==> src/hdl/afp_pkg.sv <==
// Shared constants and types for the amplifier fault supervisor.
// Assumes a single 100 MHz clock and a synchronous active-low reset.
package afp_pkg;

   // Clock rate in kHz; keeps the retry product inside 32 bits
   localparam int CLK_KHZ = 100_000;
   // Channel retry interval after an output short, in ms
   localparam int RETRY_MS = 50;
   // Retry interval in clock cycles
   localparam int RETRY_CYC = RETRY_MS * CLK_KHZ;

   // Status byte field positions
   localparam int OFFSET_ALARM_POS = 2;
   localparam int SHORT_POS        = 3;
   // Instruction byte field positions
   localparam int FAULT_FLAG_PIN_MASK_POS    = 7;
   localparam int PROT_DIS_POS     = 7;
   // Instruction bytes after power-on reset
   localparam logic [7:0] INSTR_RST = 8'h00;
   // Status bytes after reset
   localparam logic [7:0] STATUS_RST = 8'h00;

   // Amplifier start-up state, Gray coded along the start-up path
   typedef enum logic [1:0] {
      AMP_OFF    = 2'h0,
      AMP_WINCHK = 2'h1,
      AMP_MUTE   = 2'h3,
      AMP_RUN    = 2'h2
   } afp_amp_t;

   // Channel retry state; code 2'h2 is illegal
   typedef enum logic [1:0] {
      CH_RUN  = 2'h0,
      CH_OFF  = 2'h1,
      CH_WAIT = 2'h3
   } afp_chan_t;

endpackage

==> src/hdl/afp_chan_retry.sv <==
// One channel's short-circuit switch-off, retry timer and window hold.
// Assumes short indications are synchronous to clock.
`timescale 1ns/1ps
module afp_chan_retry #(
   parameter int RETRY_CYC = afp_pkg::RETRY_CYC
) (
   input  wire logic clock,
   input  wire logic nrst,
   input  wire logic loadShort,
   input  wire logic supplyShort,
   output logic      chanRun,
   output logic      chanFault
);
   localparam int CW = $clog2(RETRY_CYC + 1);
   localparam logic [CW-1:0] LOAD = CW'(RETRY_CYC);

   if (RETRY_CYC < 2) begin : g_chk
      $error("RETRY_CYC must be at least 2");
   end

   afp_pkg::afp_chan_t state_q, state_d;   // Channel state
   logic [CW-1:0]      cnt_q, cnt_d;       // Retry countdown
   logic               shortPrev_q;        // Short level last cycle

   wire shortAny = loadShort | supplyShort;
   wire newEvent = shortAny & ~shortPrev_q;

   // State, counter and edge history
   always_ff @(posedge clock) begin
      if (!nrst) begin
         state_q     <= afp_pkg::CH_RUN;
         cnt_q       <= '0;
         shortPrev_q <= 1'b0;
      end else begin
         state_q     <= state_d;
         cnt_q       <= cnt_d;
         shortPrev_q <= shortAny;
      end
   end

   // Switch off, count down, retry; a lasting load short trips again at once
   always_comb begin
      state_d = state_q;
      cnt_d   = cnt_q;
      unique case (state_q)
         afp_pkg::CH_RUN: begin
            if (shortAny) begin
               state_d = afp_pkg::CH_OFF;
               cnt_d   = LOAD;
            end
         end
         afp_pkg::CH_OFF: begin
            if (newEvent) begin
               cnt_d = LOAD;
            end else if (cnt_q == CW'(1)) begin
               // Supply short keeps the channel parked
               state_d = supplyShort ? afp_pkg::CH_WAIT : afp_pkg::CH_RUN;
            end else begin
               cnt_d = cnt_q - CW'(1);
            end
         end
         afp_pkg::CH_WAIT: begin
            if (!supplyShort) begin
               state_d = afp_pkg::CH_RUN;
            end
         end
         default: state_d = afp_pkg::CH_RUN;
      endcase
   end

   assign chanRun   = (state_q == afp_pkg::CH_RUN);
   assign chanFault = ~chanRun;

   chk_retry_hold: assert property (@(posedge clock) disable iff (!nrst)
      state_q == afp_pkg::CH_OFF && !newEvent && cnt_q > CW'(1)
      |=> state_q == afp_pkg::CH_OFF)
      else $error("channel left off state early");
   chk_window_block: assert property (@(posedge clock) disable iff (!nrst)
      state_q == afp_pkg::CH_WAIT && supplyShort |=> !chanRun)
      else $error("channel restarted into supply short");
   chk_retry_restart: assert property (@(posedge clock) disable iff (!nrst)
      state_q == afp_pkg::CH_OFF && newEvent |=> cnt_q == LOAD)
      else $error("retry timer not restarted on new short");

endmodule // afp_chan_retry

==> src/hdl/afp_supervisor.sv <==
// Fault supervisor: protection decisions, start-up window check, offset
// latch, sticky status and the two open-drain flag pins.
// Assumes all comparator flags and bus-engine strobes are synchronous to
// clock; the serial bus engine delivers instruction bytes and read strobes.
`timescale 1ns/1ps
// Contract
// - Foldback lowers gain; higher threshold shuts down
// - Overtemperature shuts power stage immediately
// - Overcurrent limits current, never shuts down
// - Load short: channel off, retry every 50 ms
// - Supply short blocks restart until removed
// - Start-up halts while outputs read shorted
// - Offset guard active in mute and operating
// - Offset sets alarm; pin unless masked
// - Offset latches full shutdown unless disabled
// - Standalone offset always flags and shuts down
// - Grounded filter pin disables offset guard
// - Low supply: mute, stop, auto restart
// - High supply shuts power stages
// - Deep drop resets; bus command restarts
// - Channel or whole-amp scope; offset latched
// - Flag pins only pull low
// - Short pulls fault pin, sets sticky bits
// - Read returns latched then refreshes
// - Fault pin releases when fault clears
// - Bus mode pin mapping, some selectable
// - Standalone pin mapping fixed
// - Offset mask and disable reset zero
module afp_supervisor #(
   parameter int RETRY_CYC = afp_pkg::RETRY_CYC
) (
   input  wire logic       clock,
   input  wire logic       nrst,
   // Mode and control pins
   input  wire logic       busMode,
   input  wire logic       enable,
   input  wire logic       muteSelect,
   input  wire logic       deepDrop,
   // Comparator flags
   input  wire logic       tempFoldback,
   input  wire logic       tempShutdown,
   input  wire logic       overTemp,
   input  wire logic [1:0] overCurrent,
   input  wire logic [1:0] loadShort,
   input  wire logic [1:0] supplyShort,
   input  wire logic       outputsShorted,
   input  wire logic       offsetDetect,
   input  wire logic       offsetFilterCap,
   input  wire logic       lowSupply,
   input  wire logic       highSupply,
   input  wire logic       clipDetect,
   input  wire logic       tempPrewarn,
   input  wire logic       clipSelect,
   input  wire logic       prewarnSelect,
   // Serial bus engine side
   input  wire logic [7:0] instrByte1,
   input  wire logic [7:0] instrByte2,
   input  wire logic       instrWrite,
   input  wire logic       statusRead,
   // Amplifier controls
   output logic            gainReduce,
   output logic [1:0]      currentLimit,
   output logic [1:0]      chanOn,
   output logic            switchingOn,
   output logic            muted,
   output logic            startHalted,
   // Status bytes and flag pins
   output logic [7:0]      statusByte1,
   output logic [7:0]      statusByte2,
   output logic            faultFlagO,
   output logic            faultFlagOeN,
   output logic            clipFlagO,
   output logic            clipFlagOeN
);
   if (RETRY_CYC < 2) begin : g_chk
      $error("RETRY_CYC must be at least 2");
   end

   // Build a status byte from its sticky fields
   function automatic logic [7:0] mkStatus(input logic shortBit,
                                           input logic alarmBit);
      logic [7:0] b;
      b = afp_pkg::STATUS_RST;
      b[afp_pkg::SHORT_POS]        = shortBit;
      b[afp_pkg::OFFSET_ALARM_POS] = alarmBit;
      return b;
   endfunction

   // Registers
   logic [7:0]        instr1_q, instr2_q;     // Held instruction bytes
   logic              porFlag_q, porFlag_d;   // Power-on reset pending
   afp_pkg::afp_amp_t ampState_q, ampState_d; // Start-up state
   logic              enablePrev_q;           // Enable level last cycle
   logic              offsetShut_q, offsetShut_d; // Latched offset stop
   logic              alarm_q, alarm_d;       // Sticky offset alarm
   logic [1:0]        short_q, short_d;       // Sticky short bits
   logic [7:0]        status1_q, status2_q;   // Bytes handed to reader
   logic              faultOeN_q, clipOeN_q;  // Pin enables, low drives

   // Per-channel retry results
   logic [1:0] chanRun;                       // Channel may switch
   logic [1:0] chanFault;                     // Channel parked by short

   // Decoded control
   // Mask and disable act live from the held bytes
   wire diagMask = instr1_q[afp_pkg::FAULT_FLAG_PIN_MASK_POS];
   wire protDis  = instr2_q[afp_pkg::PROT_DIS_POS];
   wire switching = (ampState_q == afp_pkg::AMP_MUTE) |
                    (ampState_q == afp_pkg::AMP_RUN);
   // Guard only sees offsets while outputs switch
   wire guardEn   = offsetFilterCap & switching;
   wire offsetHit = guardEn & offsetDetect;
   // Any change of enable counts as a toggle
   wire enToggle  = enable ^ enablePrev_q;
   // Standalone mode ignores the disable bit
   wire offsetTrip = offsetHit & (~busMode | ~protDis);
   wire offsetClr  = enToggle | (busMode & protDis) | ~offsetFilterCap;
   wire tempStop   = overTemp | tempShutdown;
   // Whole-amplifier stop terms
   wire ampStop = tempStop | highSupply | offsetShut_q | porFlag_q |
                  ~enable;
   // Any parked channel shows on the fault pin
   wire anyShort = |chanFault;

   // Channel retry engines
   for (genvar i = 0; i < 2; i++) begin : g_chan
      afp_chan_retry #(
         .RETRY_CYC   (RETRY_CYC)
      ) u_retry (
         .clock       (clock),
         .nrst        (nrst),
         .loadShort   (loadShort[i]),
         .supplyShort (supplyShort[i]),
         .chanRun     (chanRun[i]),
         .chanFault   (chanFault[i])
      );
   end

   // Instruction bytes; a deep drop acts as power-on reset in bus mode
   always_ff @(posedge clock) begin
      if (!nrst || (deepDrop && busMode)) begin
         instr1_q <= afp_pkg::INSTR_RST;
         instr2_q <= afp_pkg::INSTR_RST;
      end else if (instrWrite) begin
         instr1_q <= instrByte1;
         instr2_q <= instrByte2;
      end
   end

   // Reset pending: set by drop, cleared by a bus command
   always_comb begin
      porFlag_d = porFlag_q;
      if (deepDrop && busMode) begin
         porFlag_d = 1'b1;
      end else if (!busMode || instrWrite) begin
         porFlag_d = 1'b0;
      end
   end

   // Offset latch; a new trip wins over a clear in the same cycle
   assign offsetShut_d = offsetTrip | (offsetShut_q & ~offsetClr);

   // Sticky bits: a read hands over old values and reloads current
   // ones, so a fault present at the read survives it
   assign short_d = statusRead ? chanFault : (short_q | chanFault);
   assign alarm_d = statusRead ? (offsetHit & busMode) :
                    (alarm_q | (offsetHit & busMode));

   // Start-up and supply sequencing
   always_comb begin
      ampState_d = ampState_q;
      unique case (ampState_q)
         afp_pkg::AMP_OFF: begin
            // Automatic restart once every stop term has gone
            if (!ampStop && !lowSupply) begin
               ampState_d = afp_pkg::AMP_WINCHK;
            end
         end
         afp_pkg::AMP_WINCHK: begin
            // Power stages still off while outputs are checked
            if (ampStop || lowSupply) begin
               ampState_d = afp_pkg::AMP_OFF;
            end else if (!outputsShorted) begin
               ampState_d = afp_pkg::AMP_MUTE;
            end
         end
         afp_pkg::AMP_MUTE: begin
            // Second step of low supply: stop switching
            if (ampStop || lowSupply) begin
               ampState_d = afp_pkg::AMP_OFF;
            end else if (!muteSelect) begin
               // Unmute once the host lets go of mute
               ampState_d = afp_pkg::AMP_RUN;
            end
         end
         afp_pkg::AMP_RUN: begin
            // Hard stops skip the mute step
            if (ampStop) begin
               ampState_d = afp_pkg::AMP_OFF;
            end else if (lowSupply || muteSelect) begin
               // Low supply mutes first, stop follows
               ampState_d = afp_pkg::AMP_MUTE;
            end
         end
      endcase
   end

   // Pin content; offset pulls the pin while present or latched
   wire offsetShown = (offsetHit | offsetShut_q) &
                      (~busMode | ~diagMask);
   // Fault pin follows live conditions, the reset flag and the latched offset stop
   wire faultNow = porFlag_q | lowSupply | highSupply | anyShort |
                   tempStop | offsetShown;
   // Clip and prewarn items are selectable in bus mode; the reset flag always shows
   wire clipNow = porFlag_q |
                  (clipDetect  & (~busMode | clipSelect)) |
                  (tempPrewarn & (~busMode | prewarnSelect));

   // Control state
   always_ff @(posedge clock) begin
      if (!nrst) begin
         porFlag_q    <= 1'b1;
         ampState_q   <= afp_pkg::AMP_OFF;
         enablePrev_q <= 1'b0;
         offsetShut_q <= 1'b0;
      end else begin
         porFlag_q    <= porFlag_d;
         ampState_q   <= ampState_d;
         enablePrev_q <= enable;
         offsetShut_q <= offsetShut_d;
      end
   end

   // Sticky status and the bytes returned to the reader
   always_ff @(posedge clock) begin
      if (!nrst) begin
         short_q   <= 2'h0;
         alarm_q   <= 1'b0;
         status1_q <= afp_pkg::STATUS_RST;
         status2_q <= afp_pkg::STATUS_RST;
      end else begin
         short_q <= short_d;
         alarm_q <= alarm_d;
         if (statusRead) begin
            status1_q <= mkStatus(short_q[0], alarm_q);
            status2_q <= mkStatus(short_q[1], 1'b0);
         end
      end
   end

   // Open-drain enables, registered so the pins never glitch
   always_ff @(posedge clock) begin
      if (!nrst) begin
         faultOeN_q <= 1'b1;
         clipOeN_q  <= 1'b1;
      end else begin
         faultOeN_q <= ~faultNow;
         clipOeN_q  <= ~clipNow;
      end
   end

   // Outputs
   assign gainReduce   = tempFoldback & switching;
   assign chanOn       = {2{switching}} & chanRun;
   // Limiting leaves the channel switching
   assign currentLimit = overCurrent & chanOn;
   assign switchingOn  = switching;
   assign muted        = (ampState_q == afp_pkg::AMP_MUTE);
   assign startHalted  = (ampState_q == afp_pkg::AMP_WINCHK) &
                         outputsShorted;
   assign statusByte1  = status1_q;
   assign statusByte2  = status2_q;
   // Pins only ever pull low
   assign faultFlagO   = 1'b0;
   assign faultFlagOeN = faultOeN_q;
   assign clipFlagO    = 1'b0;
   assign clipFlagOeN  = clipOeN_q;

   // Assertions

   // Overtemperature parks the whole amplifier
   chk_otp_shutdown: assert property (@(posedge clock) disable iff (!nrst)
      overTemp |=> ampState_q == afp_pkg::AMP_OFF ##1 !switching)
      else $error("overtemperature did not stop amplifier");

   // Load dump stops switching
   chk_high_supply: assert property (@(posedge clock) disable iff (!nrst)
      highSupply |=> !switching)
      else $error("high supply did not stop power stage");

   // Limiting alone never parks a channel
   chk_current_limit: assert property (@(posedge clock) disable iff (!nrst)
      overCurrent[0] && chanOn[0] && !loadShort[0] && !supplyShort[0] &&
      !ampStop && !lowSupply |=> chanOn[0])
      else $error("current limiting stopped channel");

   // Mute first; the stop only follows if low supply lasts
   chk_lowsup_mute: assert property (@(posedge clock) disable iff (!nrst)
      ampState_q == afp_pkg::AMP_RUN && lowSupply && !ampStop
      |=> muted ##1 (!switching || !$past(lowSupply)))
      else $error("low supply did not mute before stopping");

   // Shorted outputs hold start-up
   chk_win_halt: assert property (@(posedge clock) disable iff (!nrst)
      startHalted && !ampStop && !lowSupply |=> !switching)
      else $error("start-up continued into shorted outputs");

   // Offset stop stays until a documented release
   chk_offset_latch: assert property (@(posedge clock) disable iff (!nrst)
      offsetShut_q && !enToggle && !(busMode && protDis) && offsetFilterCap
      |=> offsetShut_q)
      else $error("offset shutdown released without cause");

   // Alarm bit follows every bus-mode offset
   chk_offset_alarm: assert property (@(posedge clock) disable iff (!nrst)
      busMode && offsetHit && !statusRead |=> alarm_q)
      else $error("offset alarm not set");

   // Standalone offset always latches and flags
   chk_sa_offset: assert property (@(posedge clock) disable iff (!nrst)
      !busMode && offsetHit |=> offsetShut_q && !faultFlagOeN)
      else $error("standalone offset not latched and flagged");

   // No restart before the host's command
   chk_por_hold: assert property (@(posedge clock) disable iff (!nrst)
      porFlag_q && busMode && !instrWrite |=> porFlag_q && !switching)
      else $error("amplifier left reset without bus command");

   // Parked channel pulls the fault pin
   chk_short_pin: assert property (@(posedge clock) disable iff (!nrst)
      anyShort |=> !faultFlagOeN)
      else $error("short not shown on fault pin");

   // Pin lets go as soon as the fault is gone
   chk_fault_release: assert property (@(posedge clock) disable iff (!nrst)
      !faultNow |=> faultFlagOeN)
      else $error("fault pin held after fault cleared");

   // Unselected clip stays off the pin
   chk_clip_pin: assert property (@(posedge clock) disable iff (!nrst)
      busMode && clipDetect && !clipSelect && !porFlag_q && !tempPrewarn
      |=> clipFlagOeN)
      else $error("unselected clip shown on pin");

endmodule // afp_supervisor

==> config.mk <==
export PLATFORM = sky130hd
export DESIGN_NAME = afp_supervisor
export DESIGN_NICKNAME = d
export VERILOG_FILES = /design/src/hdl/afp_pkg.sv /design/src/hdl/afp_chan_retry.sv /design/src/hdl/afp_supervisor.sv
export SDC_FILE = /design/constraint.sdc
export NUM_CORES = 1
export LEC_CHECK = 0
export BUFFER_PORTS_ARGS = -buffer_cell sky130_fd_sc_hd__buf_2
export CAP_MARGIN = 20
export CORE_MARGIN = 4
export CORE_UTILIZATION = 55
export DETAILED_ROUTE_END_ITERATION = 12
export PLACE_DENSITY_LB_ADDON = 0.15
export SYNTH_ARGS = -nofsm -noshare
export SYNTH_HDL_FRONTEND = slang
export SYNTH_SLANG_ARGS = --single-unit
==> constraint.sdc <==
create_clock -name clock -period 2.3 [get_ports clock]
set_input_delay 0.345 -clock clock [delete_from_list [all_inputs] [get_ports clock]]
set_output_delay 0.345 -clock clock [all_outputs]
set_load 0.1 [all_outputs]
### Yosys cells after proc, flatten, opt, wreduce, memory -nomap -nowiden

Index checks and enable logic that the tools add are counted.

| operators by class | value |
|---|---|
| $add $sub $neg | 2 |
| equality and inequality tests | 23 |
| mux-type cells | 30 |
| bitwise operators | 54 |
| reduce and logical (&&, ||, !) cells | 22 |

Operator list:

| operator | number |
|---|---|
| $mux 23 | 6 |
| $pmux 23 s2 | 2 |
| $eq 23x1->1 const B | 2 |
| $sub 23x1->23 const B | 2 |
| $mux 2 | 18 |
| $or 1x1->1 | 24 |
| $ne 2x2->1 const B | 7 |
| $and 1x1->1 | 13 |
| $not 1->1 | 13 |
| $ne 3x2->1 const B | 4 |
| $pmux 2 s3 | 2 |
| $reduce_and 4->1 | 3 |
| $eq 2x2->1 const B | 4 |
| $pmux 2 s4 | 1 |
| $eq 2x1->1 const B | 3 |
| $logic_not 2->1 | 3 |
| $reduce_and 3->1 | 2 |
| $and 2x2->2 | 2 |
| $logic_not 1->1 | 4 |
| $logic_or 1x1->1 | 4 |
| $ne 2x1->1 const B | 2 |
| $reduce_bool 2->1 | 2 |
| $reduce_or 2->1 | 2 |
| $ne 3x3->1 const B | 1 |
| 4 further kinds | 5 |

| storage, ports and cells | value |
|---|---|
| bits in registers | 81 |
| output and inout bits | 28 |
| word-level logic and storage cells | 149 |

### Logic depth before layout (Yosys ltp)

Gate-level depths: netlist (run 1).

| logic depth | value |
|---|---|
| depth after elaboration | 9 |
| gate-level depth with buffers | 8 |

### By module

A second synthesis (run 1) with hierarchy kept.

| second synthesis, totals | value |
|---|---|
| cells, all modules | 399 |
| area, all modules | 3458.3 um2 |

Modules (own cells, without submodules):

| module | instances | cells each | area an instance (um2) | seq. area each (um2) |
|---|---|---|---|---|
| afp_chan_retry | 2 | 155 | 1343.8 | 520.5 |
| afp_supervisor | 1 | 89 | 770.7 | 300.3 |

### Worst setup path after synthesis (run 1)

No wires, ideal clock.

| path | value |
|---|---|
| kind | reg-to-output |
| start point | register ampState_q[1] |
| end point | output port startHalted |
| arrival time | 1763 ps |
| slack | 192 ps |
| cell stages (with the launch flop) | 3 |
| cell sequence | dfxtp_1 -> clkbuf_1 -> nor2_1 |

| on the way | value |
|---|---|
| cells in the longest elaborated chain, start to end | 2 |

RTL lines:

| element | RTL line | source |
|---|---|---|
| from (decl) | afp_supervisor.sv:92 | `afp_pkg::afp_amp_t ampState_q, ampState_d;` |
| from (signal assigned) | afp_supervisor.sv:223 | `ampState_q <= afp_pkg::AMP_OFF;` |
| from (signal assigned) | afp_supervisor.sv:228 | `ampState_q <= ampState_d;` |
| $eq 2x1->1 | afp_supervisor.sv:269 | `assign startHalted = (ampState_q == afp_pkg::AMP_WINCHK) &` |
| $and 1x1->1 | afp_supervisor.sv:269 |  |
| to (decl) | afp_supervisor.sv:66 | `output logic startHalted,` |

No other way between the ends.

### Final worst setup path (run 1)

| path | value |
|---|---|
| start point | register g_chan[0].u_retry.cnt_q[0] |
| end point | register g_chan[0].u_retry.cnt_q[19] |

| on the way | value |
|---|---|
| cells in the longest elaborated chain, start to end | 4 |
| elaborated cells between the ends (all ways) | 7 |
| those cells by class | add/sub (1); eq/ne (2); mux (3); reduce/logical (1) |

RTL lines:

| element | RTL line | source |
|---|---|---|
| from (decl) | afp_chan_retry.sv:22 | `logic [CW-1:0] cnt_q, cnt_d;` |
| from (signal assigned) | afp_chan_retry.sv:36 | `cnt_q <= cnt_d;` |
| $sub 23x1->23 | afp_chan_retry.sv:59 | `cnt_d = cnt_q - CW'(1);` |
| $mux 23 | afp_chan_retry.sv:55 | `end else if (cnt_q == CW'(1)) begin` |
| $mux 23 | afp_chan_retry.sv:53 | `if (newEvent) begin` |
| $pmux 23 s2 | afp_chan_retry.sv:45 | `unique case (state_q)` |

Parallel ways exist; a longest one is shown, timed or not. The select of a mux whose other input is x is not followed.
A chain may end at the register's enable or synchronous reset.

==> results.sh, run 1 <==
export IMPL_rows=29
export IMPL_cts_root_buf="clkbuf_8"
export IMPL_p_leak_nw=1.70
export IMPL_first_iter_violations=230
export IMPL_fin_ws_ns=0.156
export IMPL_die_h_microns=89.4
export IMPL_synth_seq_area_share=0.368
export IMPL_gp_congestion=0.834
export IMPL_cp_end_kind="flip-flop"
export IMPL_synth_most_common_cell="dfxtp_1"
export IMPL_dr_pass1_iters=4
export IMPL_track_usage=0.234
export IMPL_synth_top_area_cell="dfxtp_1"
export IMPL_drv_slew=0
export IMPL_cts_tree="built"
export IMPL_power_density_mw_per_mm2=747
export IMPL_syn_inst=447
export IMPL_place_ws_ns=0.174
export IMPL_start_util=0.571
export IMPL_drtAntennaViolNets=0
export IMPL_antenna_found_initial=0
export IMPL_r2r_setup_slack_ns=0.16
export IMPL_start_kind="flip-flop"
export IMPL_layout_nets=543
export IMPL_dp_hpwl_microns=6180
export IMPL_status="complete, no violations"
export IMPL_dieArea_sq_mm=0.00799
export IMPL_reg2regPathDepth=7
export IMPL_holdPathEnd="faultFlagOeN"
export IMPL_arrival_ns=2.38
export IMPL_avgSynthCellArea_sq_um=8.15
export IMPL_r2r_end="g_chan[0].u_retry.cnt_q[19]"
export IMPL_viasPerCell=5.96
export IMPL_post_cts_setup_buffer_count=0
export IMPL_hold_buffers=0
export IMPL_drive_gt1_frac=0.207
export IMPL_htreeDepth=3
export IMPL_grt_pass1_vias=3200
export IMPL_yosys_most_used_dff="dfxtp_1"
export IMPL_fin_crit_ns=2.14
export IMPL_setup_violations=0
export IMPL_worstPathMaxFanout=8
export IMPL_clk_pin_slew_worst_paths_ns=0.08
export IMPL_synth_area_sq_mm=0.00364
export IMPL_hold_viol_final=0
export IMPL_async_reset_ff_frac=0
export IMPL_vias=3448
export IMPL_synth_enable_flop_cells=0
export IMPL_post_drt_wl_per_cell_microns=14.9
export IMPL_netlist_area_leader_share=0.368
export IMPL_ys_top_cells_by_area="dfxtp_1 37%, a21oi_1 5.8%, nor2_1 4.8%"
export IMPL_setup_tns_ns=0
export IMPL_layout_worst_path_cycle_share=0.932
export IMPL_worst_slew_pin_slew_ns=0.591
export IMPL_slew_headroom=0.603
export IMPL_max_clock_freq_mhz=466
export IMPL_yosys_warnings=0
export IMPL_synth_distinct_cells=67
export IMPL_synth_commonest_cells="67 x dfxtp_1, 47 x nor2_1, 42 x a21oi_1"
export IMPL_fin_skew_ns=0.00775
export IMPL_gr_total_overflow=0
export IMPL_grt_pass1_wl_microns=14900
export IMPL_ir_drop_mv=0.420
export IMPL_diodes=0
export IMPL_worstReg2RegStart="g_chan[0].u_retry.cnt_q[0]"
export IMPL_ctsResizeCount=0
export IMPL_path_class="flip-flop to flip-flop"
export IMPL_core_area_sq_mm=0.00639
export IMPL_totalWireLength_microns=8640
export IMPL_drc=0
export IMPL_syn_to_final_growth_pct=14.4
export IMPL_numCtsBuffers=9
export IMPL_numClockSinks=67
export IMPL_place_port_buffers=40
export IMPL_clkLatencyLatePin_ns=0.34
export IMPL_hold_depth=2
export IMPL_die_x_microns=89.4
export IMPL_synth_seq_cells=67
export IMPL_min_from="lowSupply"
export IMPL_hp_class="primary input to flip-flop"
export IMPL_grt_max_degree=17
export IMPL_required_ns=2.54
export IMPL_rsz0062_at_grt="false"
export IMPL_cap_violations=0
export IMPL_io_pins=70
export IMPL_clockBufferDepth=2
## layout make-up
type | instances | area [sq um]
Clock buffer | 9 | 124
Fill cell | 547 | 2220
Inverter | 15 | 56.3
Sequential cell | 67 | 1340
Clock inverter | 7 | 98.8
Tap cell | 77 | 96.3
Multi-Input combinational cell | 343 | 2100
Timing Repair Buffer | 61 | 358
## worst max path at each step
stage | depth (start not counted) | startpoint | to | slack, ns
after floorplan | 2 | ampState_q[1] | startHalted | 0.19
after global placement | 6 | g_chan[1].u_retry.cnt_q[0] | g_chan[1].u_retry.cnt_q[22] | 0.22
after detailed placement | 7 | g_chan[0].u_retry.cnt_q[0] | g_chan[0].u_retry.cnt_q[19] | 0.17
after CTS | 7 | g_chan[0].u_retry.cnt_q[0] | g_chan[0].u_retry.cnt_q[19] | 0.11
after global routing | 8 | g_chan[0].u_retry.cnt_q[1] | g_chan[0].u_retry.cnt_q[19] | 0.03
final | 7 | g_chan[0].u_retry.cnt_q[0] | g_chan[0].u_retry.cnt_q[19] | 0.16
## critical path, cell delays in order (launching register included)
cell     delay (ns)
dfxtp_1        0.40
ha_1           0.17
nor4b_1        0.23
nand4_1        0.37
o21ai_4        0.36
buf_4          0.21
a21oi_1        0.05
o221a_2        0.25
## cell usage in the layout, fill, tap and decap left out, types with 3 or more instances in the layout
cell type,count
nor4_2,3
nand2_1,39
a311oi_1,3
inv_1,15
and3_1,3
clkbuf_8,9
and2_1,7
nor4_1,9
o211ai_1,11
nor3_1,12
ha_1,4
buf_4,21
or3_1,7
o21ai_0,27
buf_2,40
o41ai_1,3
and3b_1,4
dfxtp_1,67
o31ai_1,4
or4_4,3
mux2i_1,6
o31a_1,3
o21a_1,5
a31oi_1,9
nand4_1,7
or4_1,7
nor2_1,47
a21oi_1,42
o221a_2,5
nand2b_1,5
conb_1,15
nand3_1,11
## state kept, by name, indices dropped and copies added, names as in the netlist, 2 cells and up
signal / cells
statusByte1: 2
g_chan.u_retry.state_q: 4
g_chan.u_retry.cnt_q: 46
ampState_q: 2
short_q: 2
g_chan.u_retry.shortPrev_q: 2
## through the flow
step	cell area, sq um	total power, mW	hold slack [ns]	cells	utilization
after CTS	4160	3.12	0.221	579	0.652
after global placement	3940	2.01	0.455	563	0.617
after detailed placement	3940	2.02	0.462	563	0.617
final	4170	3.12	0.234	579	0.653
after floorplan	3700	1.87	0.428	461	-
after global routing	4170	3.26	0.234	579	0.653
## per-layer routing
metal,vias to the layer above,track usage,wire (microns)
met1,1606,0.334,4290
met4,0,0.0920,90
met3,7,0.0378,536
li1,1719,-,-
met2,116,0.353,3730
met5,-,0,0
## where the power goes
part | switching (mW) | leakage, nW | internal [mW] | total (mW)
combinational | 0.457 | 1.04 | 0.242 | 0.699
sequential | 0.0823 | 0.551 | 1.23 | 1.31
clock | 0.488 | 0.110 | 0.618 | 1.11
## kinds of logic (layout without fill, tap and decap cells)
logic type / count (synthesis) / count (layout) / synth area share
AOI/OAI and AO/OA: 135 / 135 / 0.246
xor gates and xnor gates: 1 / 1 / 0.00240
adders and majority gates: 4 / 4 / 0.0137
buffers and inverters: 51 / 92 / 0.0735
DFF: 67 / 67 / 0.368
muxes: 6 / 6 / 0.0165
other: 1 / 15 / 0.00103
and+or+nand+nor: 182 / 182 / 0.278
No activity file was read; power rests on OpenSTA's default activity.
==> run 2, diff against run 1 <==
- ABC_AREA: unset -> 1
- CORE_UTILIZATION: 55 -> 57
==> run 2 against run 1 <==
  * Power rose by 18%
  * Clock power about the same
  * Fmax increased by 9.8%
  * Global-route usage increased by 0.78 points
  * First-iteration DRC count increased by 50%
  * Die area increased by 11%
  * Flip-flop and latch count unchanged
  * Core utilization shrank 0.77 points
  * Largest cell class unchanged
==> results.sh, run 2 <==
export IMPL_viasPerCell=5.22
export IMPL_drtAntennaViolNets=0
export IMPL_fin_crit_ns=1.95
export IMPL_start_kind="flip-flop"
export IMPL_netlist_area_leader_share=0.318
export IMPL_top_regs="g_chan.u_retry.cnt_q (46), g_chan.u_retry.state_q (4)"
export IMPL_numCtsBuffers=9
export IMPL_cap_violations=0
export IMPL_hold_buffers=0
export IMPL_synth_top_area_cell="dfxtp_1"
export IMPL_io_pins=70
export IMPL_clk_pin_slew_worst_paths_ns=0.07
export IMPL_die_h_microns=94.1
export IMPL_cp_end_kind="output pin"
export IMPL_yosys_warnings=0
export IMPL_power_density_mw_per_mm2=791
export IMPL_synth_commonest_cells="153 x nand2_1, 153 x nor2_1, 67 x dfxtp_1"
export IMPL_post_cts_setup_buffer_count=0
export IMPL_min_from="loadShort[0]"
export IMPL_synth_enable_flop_cells=0
export IMPL_required_ns=1.96
export IMPL_placed_area_sq_mm=0.00443
export IMPL_met2_usage=0.407
export IMPL_layout_worst_path_cycle_share=0.849
export IMPL_slew_headroom=0.587
export IMPL_seq_power_share=0.370
export IMPL_critical_path_depth=4
export IMPL_fin_skew_ns=0.0119
export IMPL_seq_area_sq_mm=0.00134
export IMPL_clockBufferDepth=2
export IMPL_p_switching_mw=1.41
export IMPL_synth_area_sq_mm=0.00422
export IMPL_rsz0062_at_grt="false"
export IMPL_grt_pass1_wl_microns=17400
export IMPL_place_port_buffers=40
export IMPL_gr_total_overflow=0
export IMPL_die_x_microns=94.1
export IMPL_grt_max_degree=32
export IMPL_internal_power_mw=2.27
export IMPL_power_frac_comb=0.321
export IMPL_synth_seq_area_share=0.318
export IMPL_syn_to_final_growth_pct=10.3
export IMPL_dr_pass1_iters=5
export IMPL_cpPeakStageDelay_ns=0.43
export IMPL_hp_class="primary input to flip-flop"
export IMPL_dieArea_sq_mm=0.00885
export IMPL_clkLatencyLatePin_ns=0.35
export IMPL_cp_cell_sequence="nor2_1 -> inv_1 -> nor2_1 -> buf_2"
export IMPL_swShare=0.383
export IMPL_drive_gt1_frac=0.124
export IMPL_worst_slew_pin_slew_ns=0.616
export IMPL_worst_path_buf_inv=2
export IMPL_rows=31
export IMPL_avgSynthCellArea_sq_um=6.20
export IMPL_arrival_ns=1.61
export IMPL_yosys_most_used_dff="dfxtp_1"
export IMPL_ctsResizeCount=0
export IMPL_reg2regPathDepth=8
export IMPL_gp_congestion=0.952
export IMPL_setup_tns_ns=0
export IMPL_cts_root_buf="clkbuf_8"
export IMPL_setup_violations=0
export IMPL_layout_nets=765
export IMPL_worst_path_max_delay_cell="buf_2"
export IMPL_core_area_sq_mm=0.00721
export IMPL_grtUsageMet1=0.305
export IMPL_drc=0
export IMPL_totalWireLength_microns=10000
export IMPL_track_usage=0.242
export IMPL_hold_viol_final=0
export IMPL_drv_slew=0
export IMPL_path_class="flip-flop to output pin"
export IMPL_ir_drop_mv=0.457
export IMPL_cts_tree="built"
export IMPL_first_iter_violations=344
export IMPL_stdcell_area_sq_mm=0.00466
export IMPL_dp_hpwl_microns=7290
export IMPL_largest_reg_flops=46
export IMPL_worstReg2RegStart="g_chan[1].u_retry.cnt_q[18]"
export IMPL_hold_depth=3
export IMPL_grt_busiest_layer="met2"
export IMPL_synth_distinct_cells=37
export IMPL_critPathTopFamily="buffers and inverters"
export IMPL_worstPathMaxFanout=4
export IMPL_start_util=0.585
export IMPL_antenna_found_initial=0
export IMPL_p_leak_nw=2.21
export IMPL_fillers=691
export IMPL_max_clock_freq_mhz=512
export IMPL_vias=4300
export IMPL_clkPwrFrac=0.309
export IMPL_async_reset_ff_frac=0
export IMPL_synth_seq_cells=67
export IMPL_htreeDepth=3
export IMPL_grt_pass1_vias=3989
export IMPL_status="complete, no violations"
export IMPL_largest_register="g_chan.u_retry.cnt_q"
export IMPL_numClockSinks=67
export IMPL_met3_usage=0.0433
export IMPL_diodes=0
export IMPL_syn_inst=681
export IMPL_post_drt_wl_per_cell_microns=12.1
export IMPL_layout_common_cells="153 x nand2_1, 153 x nor2_1, 67 x dfxtp_1"
export IMPL_cp_startpoint="g_chan[0].u_retry.state_q[0]"
export IMPL_utilization=0.645
export IMPL_ys_top_cells_by_area="dfxtp_1 32%, nand2_1 14%, nor2_1 14%"
export IMPL_multiInputGateArea_sq_mm=0.00245
export IMPL_critPathMostFrequentCell="nor2_1"
export IMPL_total_power_mw=3.68
run 2: cell count changes in the layout (fill, tap and decap cells not counted), sizes merged, moves of 8 or more:
cell | previous run | this run
nand3 | 11 | 51
xor2 | 0 | 9
o211ai | 12 | 1
nor2 | 48 | 169
buf | 61 | 46
or4 | 10 | 0
or3 | 8 | 0
nor3 | 13 | 4
nand4 | 7 | 20
inv | 17 | 68
nand2 | 39 | 161
run 2: power groups by stage:
stage	sequential (mW)	clock, mW	combinational (mW)
floorplan	1.40	0	0.953
global placement	1.38	0	1.14
detailed placement	1.39	0	1.17
CTS	1.36	1.15	1.18
global route	1.38	1.20	1.33
finish	1.36	1.14	1.18
run 2: kinds of logic (layout without fill, tap and decap cells):
logic type,after synthesis,in the layout,share of synthesized area
and+or+nand+nor,418,418,0.437
buffers and inverters,103,132,0.113
AOI/OAI and AO/OA,74,74,0.0901
DFF,67,67,0.318
xor gates and xnor gates,14,14,0.0290
adders and majority gates,4,4,0.0119
other,1,15,0.000888
run 2: per-stage QoR:
stage	instances	setup WS, ns	hold slack, ns
4_1_cts	823	0.297	0.211
6_report	823	0.348	0.222
5_1_grt	823	0.185	0.224
3_5_place_dp	807	0.431	0.452
3_3_place_gp	807	0.470	0.450
2_1_floorplan	695	0.148	0.436
run 2: area by class of cell:
class | count | share of cell area
repair buffers | 46 | 0.0527
clock buffers | 12 | 0.0333
multi-input cells | 525 | 0.527
clock inverters | 4 | 0.0156
inverters | 70 | 0.0564
flip-flops and latches | 67 | 0.288
well taps | 99 | 0.0266
run 2: final timing paths:
path                                                       to  slack, ns
worst max-delay path                                chanOn[0]       0.35
worst min-delay path            g_chan[0].u_retry.shortPrev_q       0.22
worst max register to register    g_chan[1].u_retry.cnt_q[19]       0.39
worst min register to register                    instr1_q[7]       0.46
run 2: worst reg2reg max path, cell delays in order, from the launching register on:
cell	delay [ns]
dfxtp_1	0.34
nor2_1	0.22
nand2_1	0.10
nor2_1	0.13
nand3_2	0.12
nand2_2	0.22
nand3_4	0.33
o21ai_0	0.26
nor2_1	0.06
run 2: routing by layer:
metal,vias up,share of wire
met4,0,0.021
met2,131,0.47
met1,1933,0.44
met5,-,0
li1,2212,-
met3,24,0.069
==> run 3, diff against run 2 <==
- CORE_UTILIZATION: 57 -> 51
- clock period: 2.3 -> 1.6 ns (I/O delays scaled with it)
==> run 3 against run 2 <==
  * The flow now finishes with violations (setup timing)
  * Critical endpoint is now g_chan[1].u_retry.cnt_q[21]
  * Register-to-register slack worse by 0.41 ns
  * Global-route usage fell by 1.2 points
  * Worst setup slack lost 0.37 ns
==> results.sh, run 3 (synthesis results as in run 2) <==
export IMPL_largest_reg_flops=46
export IMPL_internal_power_mw=3.72
export IMPL_min_from="loadShort[0]"
export IMPL_track_usage=0.230
export IMPL_drive_gt1_frac=0.318
export IMPL_largest_register="g_chan.u_retry.cnt_q"
export IMPL_place_port_buffers=40
export IMPL_routed_top_layer="met4"
export IMPL_grt_max_degree=32
export IMPL_status="finished, violations left"
export IMPL_routed_wl_met2_microns=5690
export IMPL_die_h_microns=99.0
export IMPL_dr_pass1_iters=6
export IMPL_placed_area_sq_mm=0.00497
export IMPL_rows=32
export IMPL_utilization=0.729
export IMPL_diodes=0
export IMPL_fillers=634
export IMPL_cp_startpoint="g_chan[1].u_retry.cnt_q[8]"
export IMPL_drtAntennaViolNets=0
export IMPL_swShare=0.387
export IMPL_cap_violations=0
export IMPL_cp_end_kind="flip-flop"
export IMPL_drt_met1_wl_microns=5120
export IMPL_fin_ws_ns=-0.0241
export IMPL_antenna_found_initial=0
export IMPL_grt_pass1_wl_microns=18800
export IMPL_layout_commonest_cell="nand2_1"
export IMPL_gr_total_overflow=0
export IMPL_layout_nets=836
export IMPL_vias=4723
export IMPL_numClockSinks=67
export IMPL_fin_skew_ns=0.00983
export IMPL_core_area_sq_mm=0.00789
export IMPL_dp_hpwl_microns=8130
export IMPL_fin_cells=897
export IMPL_fin_crit_ns=1.62
export IMPL_cts_tree="built"
export IMPL_clk_pin_slew_worst_paths_ns=0.08
export IMPL_first_iter_violations=303
export IMPL_drv_slew=0
export IMPL_top_regs="g_chan.u_retry.cnt_q (46), g_chan.u_retry.state_q (4)"
export IMPL_arrival_ns=1.87
export IMPL_path_class="flip-flop to flip-flop"
export IMPL_viasPerCell=5.27
export IMPL_post_drt_wl_per_cell_microns=13.3
export IMPL_grt_pass1_vias=4288
export IMPL_dieArea_sq_mm=0.00980
export IMPL_required_ns=1.84
export IMPL_worstReg2RegStart="g_chan[1].u_retry.cnt_q[8]"
export IMPL_rsz0062_at_grt="true"
export IMPL_p_leak_nw=2.66
export IMPL_io_pins=70
export IMPL_hold_viol_final=0
export IMPL_clkLatencyLatePin_ns=0.35
export IMPL_die_x_microns=99.0
export IMPL_wl_met3_microns=932
export IMPL_clkPwrFrac=0.274
export IMPL_stdcell_area_sq_mm=0.00575
export IMPL_gp_congestion=0.944
export IMPL_layout_common_cells="137 x nand2_1, 126 x nor2_1, 67 x buf_4"
export IMPL_dp_cells=864
export IMPL_start_kind="flip-flop"
export IMPL_start_util=0.535
export IMPL_htreeDepth=3
export IMPL_power_density_mw_per_mm2=1060
export IMPL_totalWireLength_microns=11900
export IMPL_drc=0
export IMPL_layout_worst_path_cycle_share=1.02
export IMPL_p_switching_mw=2.35
export IMPL_clockBufferDepth=2
export IMPL_hp_class="primary input to flip-flop"
export IMPL_ir_drop_mv=0.732
export IMPL_seq_power_share=0.324
export IMPL_cts_root_buf="clkbuf_8"
export IMPL_worstPathMaxFanout=6
export IMPL_setup_violations=4
export IMPL_syn_to_final_growth_pct=36.2
export IMPL_numCtsBuffers=9
export IMPL_max_clock_freq_mhz=616
export IMPL_violations="setup timing"
export IMPL_power_frac_comb=0.402
run 3: cell types whose count changed in the layout (fill, tap and decap cells not counted), sizes merged:
| cell | previous run | this run |
|---|---|---|
| nand3 | 51 | 52 |
| inv | 68 | 66 |
| clkinvlp | 1 | 3 |
| buf | 46 | 115 |
| clkinv | 3 | 4 |
run 3: repair_timing:
action,CTS,global route
gates cloned,1,2
pin swaps,0,22
resized for setup,6,122
buffers inserted,1,13
hold buffers,0,0
endpoints found under the setup margin,13,53
run 3: power groups by stage:
| stage | Clock, mW | Combinational [mW] | Sequential (mW) |
|---|---|---|---|
| 2_1_floorplan | 0 | 1.37 | 2.01 |
| 3_3_place_gp | 0 | 1.96 | 1.97 |
| 3_5_place_dp | 0 | 2.00 | 1.97 |
| 4_1_cts | 1.69 | 2.03 | 1.94 |
| 5_1_grt | 1.76 | 2.67 | 1.99 |
| 6_report | 1.66 | 2.44 | 1.97 |
run 3: cell type report:
type | instances | area, sq um | area share
tap | 102 | 128 | 0.0222
timing repair buffer | 116 | 932 | 0.162
clock buffer | 11 | 151 | 0.0263
sequential | 67 | 1370 | 0.238
inverter | 70 | 270 | 0.0470
clock inverter | 5 | 85.1 | 0.0148
multi-input combinational | 526 | 2820 | 0.490
run 3: through the flow:
step	setup slack (ns)	setup TNS (ns)	hold WS [ns]	total power [mW]
after floorplan	0.000318	0	0.333	3.38
after global placement	0.0542	0	0.449	3.92
after detailed placement	0.00384	0	0.462	3.97
after CTS	0.000940	0	0.105	5.66
after global routing	-0.102	-2.52	0.100	6.42
final	-0.0241	-0.0569	0.114	6.07
run 3: per-layer routing:
layer	vias up	global-route usage
met1	2167	0.297
li1	2360	-
met5	-	0
met4	0	0.0756
met2	179	0.378
met3	17	0.0538
run 3: worst paths after layout:
kind / cells past startpoint / slack, ns / end
max reg2reg: 9 / -0.02 / g_chan[1].u_retry.cnt_q[21]
min: 3 / 0.11 / g_chan[0].u_retry.shortPrev_q
max: 9 / -0.02 / g_chan[1].u_retry.cnt_q[21]
min reg2reg: 2 / 0.47 / short_q[1]
run 3: critical path, stage by stage, from the launching register on:
cell and delay (ns):
dfxtp_4 0.36, nor2_4 0.12, nand2_2 0.09, nor2_4 0.16, nand3_4 0.11, nand2_4 0.13, nand3_4 0.18, buf_6 0.18
a21oi_1 0.12, nor2_1 0.06
